**src/hdl/ccr_pkg.sv**
```systemverilog
//==============================================================================
// Charger control register bank: shared constants and types
package ccr_pkg;

  //============================================================================
  // Register command codes
  localparam logic [7:0] OFS_CTRL_SEVEN = 8'h38; // Second-level limit timing
  localparam logic [7:0] OFS_CTRL_ONE   = 8'h3c; // Monitor and threshold
  localparam logic [7:0] OFS_CTRL_TWO   = 8'h3d; // Alarm timing, comparator
  localparam logic [7:0] OFS_CTRL_THREE = 8'h4c; // Charging options, reset
  localparam logic [7:0] OFS_CTRL_FOUR  = 8'h4e; // Alarm triggers, latch

  //============================================================================
  // Reset values
  localparam logic [15:0] RST_CTRL_SEVEN = 16'h0000; // All fields zero
  localparam logic [15:0] RST_CTRL_ONE   = 16'h0003; // Threshold code 011
  localparam logic [15:0] RST_CTRL_TWO   = 16'h6000; // Trickle code 011
  localparam logic [15:0] RST_CTRL_THREE = 16'h0300; // Power monitor gain 11
  localparam logic [15:0] RST_CTRL_FOUR  = 16'h0000; // All triggers off

  //============================================================================
  // Field positions
  localparam int C1_MON_SEL    = 4;  // Current monitor select
  localparam int C1_VLO_LSB    = 0;  // Low system voltage code, 3 bits
  localparam int C2_TRKL_LSB   = 13; // Trickle current code, 3 bits
  localparam int C2_TWO_LVL    = 12; // Two-level limit enable
  localparam int C2_FLT_DEB    = 11; // Fault debounce select
  localparam int C2_ADEB_LSB   = 9;  // Alarm debounce code, 2 bits
  localparam int C2_DUR_LSB    = 6;  // Alarm minimum duration, 3 bits
  localparam int C2_PROF_HI    = 5;  // Thermistor profile upper bit
  localparam int C2_CMP_DIS    = 3;  // Comparator off, pin to interrupt
  localparam int C2_CMP_POL    = 2;  // Comparator polarity invert
  localparam int C3_NO_RELOAD  = 14; // Suppress limit reload
  localparam int C3_TERM_LONG  = 13; // Long termination time
  localparam int C3_TMO_LSB    = 11; // Bus timeout code, 2 bits
  localparam int C3_AUTO_CHG   = 7;  // Autonomous charging enable
  localparam int C3_DIG_RST    = 2;  // Digital reset strobe
  localparam int C3_ADC_ALL    = 0;  // ADC in all modes
  localparam int C4_ABS_IGN    = 15; // Ignore battery-absent input
  localparam int C4_PROF_LO    = 14; // Thermistor profile lower bit
  localparam int C4_EN_OVC     = 7;  // Trigger: reverse overcurrent
  localparam int C4_EN_BAT     = 6;  // Trigger: battery removal
  localparam int C4_EN_ADP     = 5;  // Trigger: adapter loss
  localparam int C4_EN_CMP     = 4;  // Trigger: comparator rising
  localparam int C4_EDEB_LSB   = 2;  // Edge debounce code, 2 bits
  localparam int C4_CLR        = 1;  // Alarm clear strobe
  localparam int C4_LATCH      = 0;  // Alarm latch mode
  localparam int C7_T2_LSB     = 13; // Second-level time code, 3 bits
  localparam int C7_T1_LSB     = 10; // First-level time code, 3 bits
  localparam int C7_EOC_LSB    = 8;  // End-of-charge current code, 2 bits

  //============================================================================
  // Timing: all long delays count microsecond ticks
  localparam int CLK_PERIOD_NS = 10;   // 100 MHz reference clock
  localparam int US_NS         = 1000; // One microsecond
  localparam int TICK_CYC      = US_NS / CLK_PERIOD_NS; // Cycles per tick
  localparam int DEB_SUP_US    = 2;       // Fixed low-voltage debounce
  localparam int FLT_LONG_US   = 1300000; // 1.3 s fault debounce
  localparam int FLT_SHORT_US  = 150000;  // 150 ms fault debounce
  localparam int CNT_W         = 21;      // Holds the longest debounce
  localparam int DUR_W         = 15;      // Holds 20000 us

  //============================================================================
  // Configuration handed to the analog and control logic
  typedef struct packed {
    logic        mon_battery;   // 1: battery monitor drives shared pin
    logic [2:0]  vsys_lo_code;  // Low system voltage threshold code
    logic [2:0]  trickle_code;  // Trickle current code
    logic [1:0]  therm_profile; // Thermistor profile, 00 = ADC input
    logic        therm_src_on;  // Thermistor current source on
    logic [1:0]  timeout_code;  // Bus inactivity timeout code
    logic        term_long;     // Termination time 200 ms
    logic        auto_charge;   // Autonomous charging active
    logic [1:0]  eoc_code;      // End-of-charge current code
    logic        two_level;     // Two-level limit enabled
    logic [14:0] t1_us;         // First-level time in us
    logic [13:0] t2_us;         // Second-level time in us
  } ccr_cfg_type;

endpackage

```
**src/hdl/ccr_bank.sv**
```systemverilog
`timescale 1ns/10ps
//==============================================================================
// Charger control register bank with alarm output logic
module ccr_bank #(
  parameter int TICK_CYC = ccr_pkg::TICK_CYC // Cycles per microsecond tick
) (
  input  wire logic        ref_clk_in,        // 100 MHz clock
  input  wire logic        rst_b_in,          // Async reset, active low
  input  wire logic [7:0]  cmd_in,            // Register command code
  input  wire logic        wr_en_in,          // Write-word strobe
  input  wire logic [15:0] wr_data_in,        // Write-word data
  input  wire logic        rd_en_in,          // Read-word strobe
  output logic      [15:0] rd_data_out,       // Read data, next cycle
  input  wire logic        adapter_present_in,  // Adapter attached
  input  wire logic        battery_absent_in,   // Battery missing pin
  input  wire logic        charging_in,         // Charger is charging
  input  wire logic        supplemental_in,     // Supplemental mode on
  input  wire logic        ac_dc_alarm_in,      // Raw current alarms
  input  wire logic        low_vsys_in,         // System below threshold
  input  wire logic        rev_ovc_in,          // Reverse overcurrent
  input  wire logic        cmp_above_in,        // Comparator input > ref
  input  wire logic        overtemp_in,         // Raw die overtemperature
  input  wire logic        overcurrent_in,      // Raw extreme overcurrent
  input  wire logic        charge_timer_exp_in, // 12-hour timer expired
  input  wire logic        other_fault_in,      // Any other charger fault
  input  wire logic        int_req_in,          // Interrupt request
  output logic             alarm_o_out,         // Alarm pin drive value
  output logic             alarm_oe_out,        // Alarm pin pulled low
  output logic             shared_o_out,        // Comparator/int pin value
  output logic             shared_oe_out,       // Comparator/int pin drive
  output logic             fault_out,           // Debounced die fault
  output logic             adc_enable_out,      // ADC running
  output logic             bat_absent_out,      // Battery-absent, used
  output logic             limit_reload_out,    // Reload limit, pulse
  output logic             resample_req_out,    // Resample resistor, pulse
  output ccr_pkg::ccr_cfg_type cfg_out          // Configuration fields
);

  //============================================================================
  // State
  // Everything that holds a value lives in one struct, so reset and the
  // clock edge touch a single variable. Debounce slots by index:
  // 0 current alarm, 1 low system voltage, 2 adapter loss,
  // 3 battery removal, 4 die overtemperature, 5 extreme overcurrent.
  localparam int NSRC = 6; // Debounced sources

  typedef struct packed {
    logic [15:0]                   c7;       // Control word seven
    logic [15:0]                   c1;       // Control word one
    logic [15:0]                   c2;       // Control word two
    logic [15:0]                   c3;       // Control word three
    logic [15:0]                   c4;       // Control word four
    logic [15:0]                   rd_data;  // Read data register
    logic [15:0]                   tick_cnt; // Microsecond divider
    logic                          tick;     // Microsecond tick
    logic [NSRC-1:0][ccr_pkg::CNT_W-1:0] deb_cnt; // Debounce counters
    logic [NSRC-1:0]               deb_ok;   // Debounced levels
    logic [ccr_pkg::DUR_W-1:0]     dur_cnt;  // Minimum hold left, us
    logic                          active;   // Alarm asserted
    logic                          latched;  // Alarm held until cleared
    logic                          adp_prev; // Adapter level last cycle
    logic                          cmp_prev; // Comparator level last cycle
    logic                          reload;   // Reload pulse
    logic                          resample; // Resample pulse
  } ccr_state_type;

  ccr_state_type st_q; // Registered state
  ccr_state_type st_d; // Next state

  //============================================================================
  // Decode helpers
  // Duration table shared by the alarm hold and first-level time
  // The 20 ms entry needs fifteen bits; a narrower table wraps it
  function automatic logic [ccr_pkg::DUR_W-1:0] dur_us(
    input logic [2:0] code);
    case (code)
      3'h0:    dur_us = 15'd10000;
      3'h1:    dur_us = 15'd20000;
      3'h2:    dur_us = 15'd15000;
      3'h3:    dur_us = 15'd5000;
      3'h4:    dur_us = 15'd1000;
      3'h5:    dur_us = 15'd500;
      3'h6:    dur_us = 15'd100;
      default: dur_us = 15'd0;
    endcase
  endfunction

  // Second-level table tops out at 10 ms, which fits fourteen bits
  function automatic logic [13:0] t2_us(input logic [2:0] code);
    case (code)
      3'h0:    t2_us = 14'd10;
      3'h1:    t2_us = 14'd100;
      3'h2:    t2_us = 14'd500;
      3'h3:    t2_us = 14'd1000;
      3'h4:    t2_us = 14'd300;
      3'h5:    t2_us = 14'd750;
      3'h6:    t2_us = 14'd2000;
      default: t2_us = 14'd10000;
    endcase
  endfunction

  function automatic logic [ccr_pkg::CNT_W-1:0] adeb_us(
    input logic [1:0] code);
    case (code)
      2'h0:    adeb_us = 21'd7;
      2'h1:    adeb_us = 21'd100;
      2'h2:    adeb_us = 21'd500;
      default: adeb_us = 21'd1000;
    endcase
  endfunction

  function automatic logic [ccr_pkg::CNT_W-1:0] edeb_us(
    input logic [1:0] code);
    case (code)
      2'h0:    edeb_us = 21'd2;
      2'h1:    edeb_us = 21'd25;
      2'h2:    edeb_us = 21'd125;
      default: edeb_us = 21'd250;
    endcase
  endfunction

  //============================================================================
  // Derived combinational signals
  logic                      bat_abs;   // Battery-absent after ignore
  logic                      cmp_out;   // Comparator after polarity
  logic [NSRC-1:0]           deb_src;   // Raw levels to debounce
  logic [NSRC-1:0][ccr_pkg::CNT_W-1:0] deb_thr; // Thresholds in us
  logic                      trig_lvl;  // Level triggers present
  logic                      trig_evt;  // Edge trigger this cycle
  logic                      flt;       // Debounced die fault

  // Source levels, thresholds and trigger terms for this cycle; the
  // thresholds follow the registers at once, so a rewrite mid-count
  // simply moves the finish line
  always_comb begin
    bat_abs = battery_absent_in & ~st_q.c4[ccr_pkg::C4_ABS_IGN];
    cmp_out = cmp_above_in ^ st_q.c2[ccr_pkg::C2_CMP_POL];
    deb_src = {overcurrent_in, overtemp_in, bat_abs, ~adapter_present_in,
               low_vsys_in, ac_dc_alarm_in};
    deb_thr[0] = adeb_us(st_q.c2[ccr_pkg::C2_ADEB_LSB +: 2]);
    deb_thr[1] = supplemental_in ? ccr_pkg::CNT_W'(ccr_pkg::DEB_SUP_US)
                                 : deb_thr[0];
    deb_thr[2] = edeb_us(st_q.c4[ccr_pkg::C4_EDEB_LSB +: 2]);
    deb_thr[3] = deb_thr[2];
    deb_thr[4] = st_q.c2[ccr_pkg::C2_FLT_DEB] ?
                 ccr_pkg::CNT_W'(ccr_pkg::FLT_SHORT_US) :
                 ccr_pkg::CNT_W'(ccr_pkg::FLT_LONG_US);
    deb_thr[5] = deb_thr[4];
    flt = st_q.deb_ok[4] | st_q.deb_ok[5];
    trig_lvl = st_q.deb_ok[0] | st_q.deb_ok[1]
             | (st_q.c4[ccr_pkg::C4_EN_OVC] & rev_ovc_in)
             | (st_q.c4[ccr_pkg::C4_EN_BAT] & st_q.deb_ok[3])
             | (st_q.c4[ccr_pkg::C4_EN_ADP] & st_q.deb_ok[2]);
    trig_evt = st_q.c4[ccr_pkg::C4_EN_CMP] & cmp_out & ~st_q.cmp_prev;
  end

  //============================================================================
  // Next-state logic
  // Pulses default low and edge detectors follow their pins every cycle;
  // later statements win, so bus writes override hardware clears
  always_comb begin
    st_d          = st_q;
    st_d.reload   = 1'b0;
    st_d.resample = 1'b0;
    st_d.adp_prev = adapter_present_in;
    st_d.cmp_prev = cmp_out;

    // Free-running microsecond tick keeps long counters narrow
    if (st_q.tick_cnt >= 16'(TICK_CYC - 1)) begin
      st_d.tick_cnt = 16'h0000;
      st_d.tick     = 1'b1;
    end else begin
      st_d.tick_cnt = st_q.tick_cnt + 16'h0001;
      st_d.tick     = 1'b0;
    end

    // Debounce: a level must hold for its whole threshold
    // Counters stop at the threshold instead of wrapping around
    for (int i = 0; i < NSRC; i++) begin
      if (!deb_src[i]) begin
        st_d.deb_cnt[i] = '0;
        st_d.deb_ok[i]  = 1'b0;
      end else if (st_q.deb_cnt[i] >= deb_thr[i]) begin
        st_d.deb_ok[i]  = 1'b1;
      end else if (st_q.tick) begin
        st_d.deb_cnt[i] = st_q.deb_cnt[i] + 21'h000001;
      end
    end

    // Minimum hold counter runs down in microseconds
    // A zero hold (code 111) lets the alarm drop right after it rises
    if (st_q.tick && st_q.dur_cnt != '0) begin
      st_d.dur_cnt = st_q.dur_cnt - 15'h0001;
    end

    // clear strobe drops the latch; a trip below still wins
    if (wr_en_in && cmd_in == ccr_pkg::OFS_CTRL_FOUR &&
        wr_data_in[ccr_pkg::C4_CLR]) begin
      st_d.latched = 1'b0;
    end

    if (trig_lvl || trig_evt) begin
      // New assertion loads the programmed hold time
      if (!st_q.active) begin
        // hold at least the minimum time
        st_d.dur_cnt = ccr_pkg::DUR_W'(
          dur_us(st_q.c2[ccr_pkg::C2_DUR_LSB +: 3]));
      end
      st_d.active = 1'b1;
      if (st_q.c4[ccr_pkg::C4_LATCH]) begin
        st_d.latched = 1'b1;
      end
    end else if (st_q.active && st_q.dur_cnt == '0 && !st_d.latched) begin
      st_d.active = 1'b0;
    end

    if (st_q.adp_prev && !adapter_present_in &&
        !st_q.c3[ccr_pkg::C3_NO_RELOAD]) begin
      st_d.reload = 1'b1;
    end

    // autonomous mode ends on timer expiry or fault
    if (charge_timer_exp_in || other_fault_in || flt) begin
      st_d.c3[ccr_pkg::C3_AUTO_CHG] = 1'b0;
    end

    // Register writes: whole words only
    // word writes by command
    if (wr_en_in) begin
      case (cmd_in)
        ccr_pkg::OFS_CTRL_SEVEN: st_d.c7 = wr_data_in;
        ccr_pkg::OFS_CTRL_ONE:   st_d.c1 = wr_data_in;
        ccr_pkg::OFS_CTRL_TWO:   st_d.c2 = wr_data_in;
        ccr_pkg::OFS_CTRL_THREE: begin
          // A digital reset discards the rest of the written word
          if (wr_data_in[ccr_pkg::C3_DIG_RST]) begin
            st_d.c7       = ccr_pkg::RST_CTRL_SEVEN;
            st_d.c1       = ccr_pkg::RST_CTRL_ONE;
            st_d.c2       = ccr_pkg::RST_CTRL_TWO;
            st_d.c3       = ccr_pkg::RST_CTRL_THREE;
            st_d.c4       = ccr_pkg::RST_CTRL_FOUR;
            st_d.latched  = 1'b0;
            st_d.resample = 1'b1;
          end else begin
            st_d.c3 = wr_data_in;
          end
        end
        ccr_pkg::OFS_CTRL_FOUR: begin
          st_d.c4 = wr_data_in;
          st_d.c4[ccr_pkg::C4_CLR] = 1'b0;
        end
        default: begin
          // Unmapped command: write ignored
        end
      endcase
    end

    // Read data captured on the strobe; unmapped reads give zero
    // Read data then stands until the next read strobe
    if (rd_en_in) begin
      case (cmd_in)
        ccr_pkg::OFS_CTRL_SEVEN: st_d.rd_data = st_q.c7;
        ccr_pkg::OFS_CTRL_ONE:   st_d.rd_data = st_q.c1;
        ccr_pkg::OFS_CTRL_TWO:   st_d.rd_data = st_q.c2;
        ccr_pkg::OFS_CTRL_THREE: st_d.rd_data = st_q.c3;
        ccr_pkg::OFS_CTRL_FOUR:  st_d.rd_data = st_q.c4;
        default:                 st_d.rd_data = 16'h0000;
      endcase
    end
  end

  //============================================================================
  // State register
  // Reset loads each word's power-on default; all else starts at zero
  always_ff @(posedge ref_clk_in or negedge rst_b_in) begin
    if (!rst_b_in) begin
      st_q    <= '0;
      st_q.c7 <= ccr_pkg::RST_CTRL_SEVEN;
      st_q.c1 <= ccr_pkg::RST_CTRL_ONE;
      st_q.c2 <= ccr_pkg::RST_CTRL_TWO;
      st_q.c3 <= ccr_pkg::RST_CTRL_THREE;
      st_q.c4 <= ccr_pkg::RST_CTRL_FOUR;
    end else begin
      st_q <= st_d;
    end
  end

  //============================================================================
  // Outputs
  // Outputs come straight from registered state, except the ADC,
  // battery-absent and interrupt-drive terms, which follow their pins without delay
  always_comb begin
    rd_data_out       = st_q.rd_data;
    // Open drain: only ever pulls low
    alarm_o_out       = 1'b0;
    alarm_oe_out      = st_q.active;
    if (st_q.c2[ccr_pkg::C2_CMP_DIS]) begin
      shared_o_out    = 1'b0;
      shared_oe_out   = int_req_in;
    end else begin
      shared_o_out    = st_q.cmp_prev;
      shared_oe_out   = 1'b1;
    end
    fault_out         = flt;
    adc_enable_out    = st_q.c3[ccr_pkg::C3_ADC_ALL] |
                        (adapter_present_in & charging_in);
    bat_absent_out    = bat_abs;
    limit_reload_out  = st_q.reload;
    resample_req_out  = st_q.resample;
    cfg_out.mon_battery   = st_q.c1[ccr_pkg::C1_MON_SEL];
    cfg_out.vsys_lo_code  = st_q.c1[ccr_pkg::C1_VLO_LSB +: 3];
    cfg_out.trickle_code  = st_q.c2[ccr_pkg::C2_TRKL_LSB +: 3];
    cfg_out.therm_profile = {st_q.c2[ccr_pkg::C2_PROF_HI],
                             st_q.c4[ccr_pkg::C4_PROF_LO]};
    cfg_out.therm_src_on  = st_q.c2[ccr_pkg::C2_PROF_HI] |
                            st_q.c4[ccr_pkg::C4_PROF_LO];
    cfg_out.timeout_code  = st_q.c3[ccr_pkg::C3_TMO_LSB +: 2];
    cfg_out.term_long     = st_q.c3[ccr_pkg::C3_TERM_LONG];
    cfg_out.auto_charge   = st_q.c3[ccr_pkg::C3_AUTO_CHG];
    cfg_out.eoc_code      = st_q.c7[ccr_pkg::C7_EOC_LSB +: 2];
    cfg_out.two_level     = st_q.c2[ccr_pkg::C2_TWO_LVL];
    cfg_out.t1_us = cfg_out.two_level ?
                    dur_us(st_q.c7[ccr_pkg::C7_T1_LSB +: 3]) : 15'h0000;
    cfg_out.t2_us = cfg_out.two_level ?
                    t2_us(st_q.c7[ccr_pkg::C7_T2_LSB +: 3]) : 14'h0000;
  end

endmodule

```
**config.mk**
```make
export PLATFORM = sky130hd
export DESIGN_NAME = ccr_bank
export DESIGN_NICKNAME = d
export VERILOG_FILES = /design/src/hdl/ccr_pkg.sv /design/src/hdl/ccr_bank.sv
export SDC_FILE = /design/constraint.sdc
export NUM_CORES = 1
export LEC_CHECK = 0
export ABC_AREA = 1
export BUFFER_PORTS_ARGS = -buffer_cell sky130_fd_sc_hd__buf_2
export CAP_MARGIN = 40
export CORE_MARGIN = 3
export CORE_UTILIZATION = 35
export DETAILED_ROUTE_END_ITERATION = 10
export PLACE_DENSITY = 0.5
export SETUP_SLACK_MARGIN = 0.3
export SYNTH_ARGS = -nofsm -noshare
export SYNTH_HDL_FRONTEND = slang
export SYNTH_SLANG_ARGS = --single-unit
```
**constraint.sdc**
```tcl
create_clock -name ref_clk_in -period 2.32 [get_ports ref_clk_in]
set_input_delay 0.348 -clock ref_clk_in [delete_from_list [all_inputs] [get_ports ref_clk_in]]
set_output_delay 0.348 -clock ref_clk_in [all_outputs]
set_load 0.1 [all_outputs]
```
==> metrics.yaml, run 1 <==
dpl.hpwl_mm: 32.23
drc: 0
fin_tns_setup_ps: 0
avgViaCountPerCell: 4.859
htreeDepth: 1
yosys.area.top_type: "dfrtp_1"
synth.most_common_cell: "nand2_1"
ys_types: 41
drive_gt1_share_pct: 20.07
area_delta_synth_final_pct: 27.37
worstPathMaxFanout: 5
synth-xor-area-share_pct: 3.763
fillers: 4442
cts.sinks: 264
io-pin-count: 112
postLayoutCoreUtil_pct: 45.40
synth.area.mux_share_pct: 0
synth_compound_area_share_pct: 5.604
fmax_ghz: 0.4663
synth_cells: 2188
num_rows: 77
numCtsBuffers: 31
crit_chain: "nand2_2 > inv_4 > nor2_4 > buf_4 > o22ai_4 > buf_12"
die_h_um: 218.7
finalNonFillerCells: 2969
avgSynthCellArea_um2: 7.234
synth-adder-area-share_pct: 5.217
yosys_warnings: 0
clk_pin_slew_worst_paths_ps: 60
seqCellArea_um2: 6625
outcome: "complete, no violations"
synth_top_family_by_area: "simple AND/OR/NAND/NOR gates"
synth_edf_count: 0
fin_nets: 2460
clockRootBuffer: "clkbuf_16"
grt_usage_pct: 19.16
synth.area.top_cells: "dfrtp_1, nand2_1, nor2_1, nand3_1, inv_1"
whs_ps: 20.12
tritoncts: "done"
cts_max_path_buffers: 3
cpLargestDelayFamily: "flip-flops"
grt_start_max_net_pins: 57
synth_seq_cells: 264
overflow: 0
setup.worst_path.end_class: "output pin"
ys.flop_type: "dfrtp_1"
layout_min_cycle_time_ps: 2145
synthArstFlopShare_pct: 100.0
die_w_um: 218.7
core_um2: 44410
finalHoldViolCount: 0
rsz0062_at_grt: "yes"
dieArea_um2: 47810
r2r_slack_ps: 190
synth.top_cell.area_share_pct: 40.79
multi_input_area_um2: 8642
wl_per_cell_um: 15.79
first_pass_iters: 5
setup_viol: 0
drt_iter0_markers: 950
power_density_nw_per_um2: 643.4
synth-simple-area-share_pct: 33.08
placed_cells_incl_taps: 2851
grt_pass1_vias: 13800
routed-via-count: 14430
grt_pass1_wl_mm: 74.60
seq_area_frac_synth_pct: 41.78
worst_pin_slew_ps: 734.9
cp.arrival_ps: 1800
final_antenna_net_count: 0
cp_slowest_stage_delay_ps: 510
crit_buf_inv: 3
portBuffers: 105
antenna_cells: 0
max-vdd-ir-drop_v: 0.0004092
min_path_type: "input port to register"
initial_core_util_pct: 35.64
gp_congestion: 0.8524
routed_wl_mm: 46.88
period_share_pct: 92.45
antenna_found_initial: 2
syn_area_um2: 15830
startpoint_type: "register"
criticalPathCategory: "register to output pin"
insertion_delay_ps: 580
critPathSlowestCell: "dfrtp_2"
drv_cap: 0
power_leakage_nw: 10.01
synthTopCellsByCount: "nand2_1, nor2_1, inv_1"
max_slew_margin_pct: 50.95
clock_skew_ps: 14.16
required_ps: 1970
slew_viol_final: 0
## cell families after synthesis
| kind of cell | after synthesis |
|---|---|
| other cells | 1 |
| xor+xnor | 68 |
| compound gates | 165 |
| flops | 264 |
| fa+ha+maj | 66 |
| buf+inv | 388 |
| simple gates | 1236 |
## layout make-up
class	instances	share of cell area [%]
Sequential cell	264	32.86
Timing Repair inverter	1	0.03723
Timing Repair Buffer	227	10.13
Clock buffer	40	4.164
Clock inverter	17	1.067
Inverter	274	5.207
Tap cell	592	3.674
Multi-Input combinational cell	1554	42.86
## repair_timing
item / 4_1_cts / 5_1_grt
hold buffers: 4 / 0
endpoints found under the hold margin: 52 / 0
endpoints found under the setup margin: 126 / 124
cloned: 4 / 6
pin swaps: 24 / 64
resized for setup: 146 / 173
buffers inserted: 29 / 18
## state kept, by name, indices dropped and copies added (netlist names)
register / count
resample_req_out: 1
cfg_out: 16
st_q: 229
alarm_oe_out: 1
rd_data_out: 16
limit_reload_out: 1
## layer usage
layer  GRT usage, %  wire (um)
met5              0         16
met4          3.932        950
met3          3.003       2191
met2          31.33      22100
met1          26.96      21620
## worst paths after layout
| kind | from | end | cells past startpoint |
|---|---|---|---|
| min in group asynchronous | rst_b_in | st_q[81] | 2 |
| worst min register to register | st_q[43] | st_q[43] | 2 |
| worst min-delay path | wr_data_in[8] | st_q[194] | 3 |
| worst max register to register | st_q[229] | st_q[146] | 13 |
| max in group asynchronous | rst_b_in | st_q[115] | 3 |
| worst max-delay path | st_q[261] | cfg_out[22] | 6 |
## worst min-delay path, stage by stage
cell and delay (ps):
buf_2 100, nand2_1 50, nand2_1 50
## where the power goes
| group | switching [mW] | internal, mW | total, mW |
|---|---|---|---|
| Sequential | 0.275 | 4.89 | 5.17 |
| Combinational | 1.78 | 0.915 | 2.70 |
| Clock | 2.02 | 3.09 | 5.11 |
| Total | 4.07 | 8.90 | 13.0 |
## through the flow
stage	setup slack, ps	power (mW)	cell area (um^2)
3_5_place_dp	67.83	7.416	17340
2_1_floorplan	-198.4	6.800	16000
3_3_place_gp	141.5	7.386	17340
5_1_grt	53.17	13.58	20160
6_report	175.3	12.97	20160
4_1_cts	161.4	12.86	19210
## cells in the final DEF, fill, tap and decap left out, types with 11 or more instances in the layout
master     count
o21ai_0       56
dfrtp_1      249
nor3_1        21
buf_4         87
o21ai_1       34
ha_1          39
nand2_2       26
nor2_1       288
o22ai_1       11
inv_2         15
nand4_1       44
inv_1        249
a21oi_1       33
nand2_1      532
ha_4          27
buf_2         75
nand3_1      218
nor2_2        17
nand3_2       17
clkbuf_16     31
xor2_1        44
buf_6         26
nor2_4        23
nand2_4       18
xnor2_1       24
buf_12        31
conb_1        15
(Power assumes the default switching activity.)
==> inputs of run 2 (changes only) <==
- CORE_ASPECT_RATIO: unset -> 1.4
==> metrics.yaml, run 2 (same netlist as run 1, synthesis figures left out) <==
outcome: "complete, no violations"
setup_viol: 0  # unchanged
io-pin-count: 112  # unchanged
clockRootBuffer: "clkbuf_16"
max-vdd-ir-drop_v: 0.0005794  # +42%
grt_pass1_wl_mm: 75.44  # +1.1%
finalHoldViolCount: 0  # unchanged
tritoncts: "done"
p_total_mw: 13.10  # +0.95%
drive_gt1_share_pct: 25.07  # +5.0 points
postLayoutCoreUtil_pct: 47.17  # +1.8 points
drt_iter0_markers: 791  # -17%
overflow: 0  # unchanged
regMostFlops: "st_q"
cp.arrival_ps: 1820  # +20 ps
area_delta_synth_final_pct: 32.32
final_common_cell: "nand2_1"
rr_worst_depth: 12  # -1
hold-path-cell-count: 3  # unchanged
dpl.hpwl_mm: 33.59  # +4.2%
r2r_end: "st_q[122]"
final_antenna_net_count: 0  # unchanged
first_pass_iters: 4  # -1
fmax_ghz: 0.4614  # -1.0%
startpoint_type: "register"
required_ps: 1970  # about the same
drc: 0  # unchanged
fillers: 4413  # -0.65%
setup.worst_path.end_class: "output pin"
slew_viol_final: 0  # unchanged
cts.sinks: 264  # unchanged
layout_min_cycle_time_ps: 2167  # +22.61 ps
min_path_type: "input port to register"
initial_core_util_pct: 35.65  # about the same
largest_reg_flops: 229  # unchanged
worst_pin_slew_ps: 731.2  # -3.770 ps
rsz0062_at_grt: "yes"
die_w_um: 185.7  # -15%
power_density_nw_per_um2: 625.2  # -2.8%
gp_congestion: 0.8771  # +2.9%
drv_cap: 0  # unchanged
cts_max_path_buffers: 3  # unchanged
grt_pass1_vias: 14050  # +1.8%
portBuffers: 105  # unchanged
htreeDepth: 1  # unchanged
antenna_found_initial: 2  # unchanged
worstHoldStart: "wr_data_in[3]"
grt_usage_pct: 19.52  # +0.36 points
period_share_pct: 93.42  # +0.97 points
holdPathEnd: "st_q[189]"
power_leakage_nw: 10.14  # +1.3%
fin_tns_setup_ps: 0  # unchanged
r2r_slack_ps: 170  # -20 ps
insertion_delay_ps: 580  # about the same
criticalPathCategory: "register to output pin"
fin_nets: 2468  # +0.33%
clk_pin_slew_worst_paths_ps: 60  # about the same
wl_per_cell_um: 16.72  # +5.9%
avgViaCountPerCell: 4.944  # +1.8%
worstPathMaxFanout: 5  # unchanged
core_um2: 44410  # about the same
grt_start_max_net_pins: 62  # +8.8%
max_slew_margin_pct: 51.20  # +0.25 points
dieArea_um2: 47850  # about the same
die_h_um: 257.6  # +18%
num_rows: 91  # +18%
r2r_start: "st_q[229]"
final_cell_mix: "nand2_1, nor2_1, dfrtp_1, inv_1, nand3_1"
routed-via-count: 14560  # +0.89%
clock_skew_ps: 14.26  # +0.09490 ps
numCtsBuffers: 31  # unchanged
routed_wl_mm: 49.21  # +5.0%
## run 2: cell types whose count changed in the layout (fill, tap and decap cells not counted), moves of 6 or more
cell     delta
a21oi_2     +6
inv_1       -6
nand3_1    -59
nand2_2    +26
nand2_1    -30
buf_4      -10
a21oi_1     -6
inv_2       +7
ha_4       +12
ha_1       -13
nand3_2    +60
buf_12      +7
## run 2: metal layers
metal	track usage [%]	vias to the layer above	wire length, um
li1	-	7242	-
met1	24.47	6968	20610
met2	34.67	253	25260
met3	2.522	91	1738
met4	6.086	2	1595
met5	0	-	10
## run 2: final cells by class
| cell class | instances | area (um^2) | area share [%] |
|---|---|---|---|
| Clock inverter | 14 | 191.4 | 0.9140 |
| Sequential cell | 264 | 6624 | 31.62 |
| Multi-Input combinational cell | 1554 | 9216 | 44.00 |
| Inverter | 274 | 1056 | 5.042 |
| Timing Repair Buffer | 235 | 2268 | 10.83 |
| Antenna cell | 1 | 2.502 | 0.01195 |
| Tap cell | 558 | 698.2 | 3.333 |
| Timing Repair inverter | 1 | 7.507 | 0.03584 |
| Clock buffer | 43 | 880.8 | 4.205 |
## run 2: stage by stage
stage                     instance area [um^2]  instances  hold slack (ps)  setup slack (ps)
after floorplan                          16000       2202            52.41            -198.4
after global placement                   17300       2814            334.6             156.8
after detailed placement                 17300       2814            328.9             104.5
after CTS                                19340       2910            4.842             150.6
after global routing                     20950       2944            37.97             82.87
final                                    20950       2944            32.52             152.6
## run 2: how the worst max path moves through the flow
| stage | depth (start not counted) | endpoint | slack [ps] | from |
|---|---|---|---|---|
| global route | 12 | st_q[117] | 80 | st_q[229] |
| floorplan | 6 | cfg_out[1] | -200 | st_q[264] |
| CTS | 6 | cfg_out[1] | 150 | st_q[263] |
| finish | 6 | cfg_out[16] | 150 | st_q[260] |
| detailed placement | 11 | st_q[71] | 100 | st_q[188] |
| global placement | 9 | st_q[69] | 160 | st_q[188] |
## run 2: report_power, final
group          switching, mW  internal (mW)  total [mW]
logic                   1.83          0.953        2.78
registers              0.288           4.89        5.18
clock network           2.04           3.09        5.13
total                   4.16           8.94        13.1
## run 2: timing repair
| item | in CTS | in global routing |
|---|---|---|
| cloned | 5 | 10 |
| endpoints found under the hold margin | 60 | 0 |
| hold buffers | 5 | 0 |
| pin swaps | 20 | 137 |
| endpoints found under the setup margin | 124 | 135 |
| buffers inserted | 29 | 23 |
| resized for setup | 160 | 290 |
## run 2: critical path: stages (launching register included)
cell and delay, ps:
dfrtp_2 500, nand2_1 120, inv_2 90, nor2_4 140
inv_2 70, nor2_2 130, buf_12 190
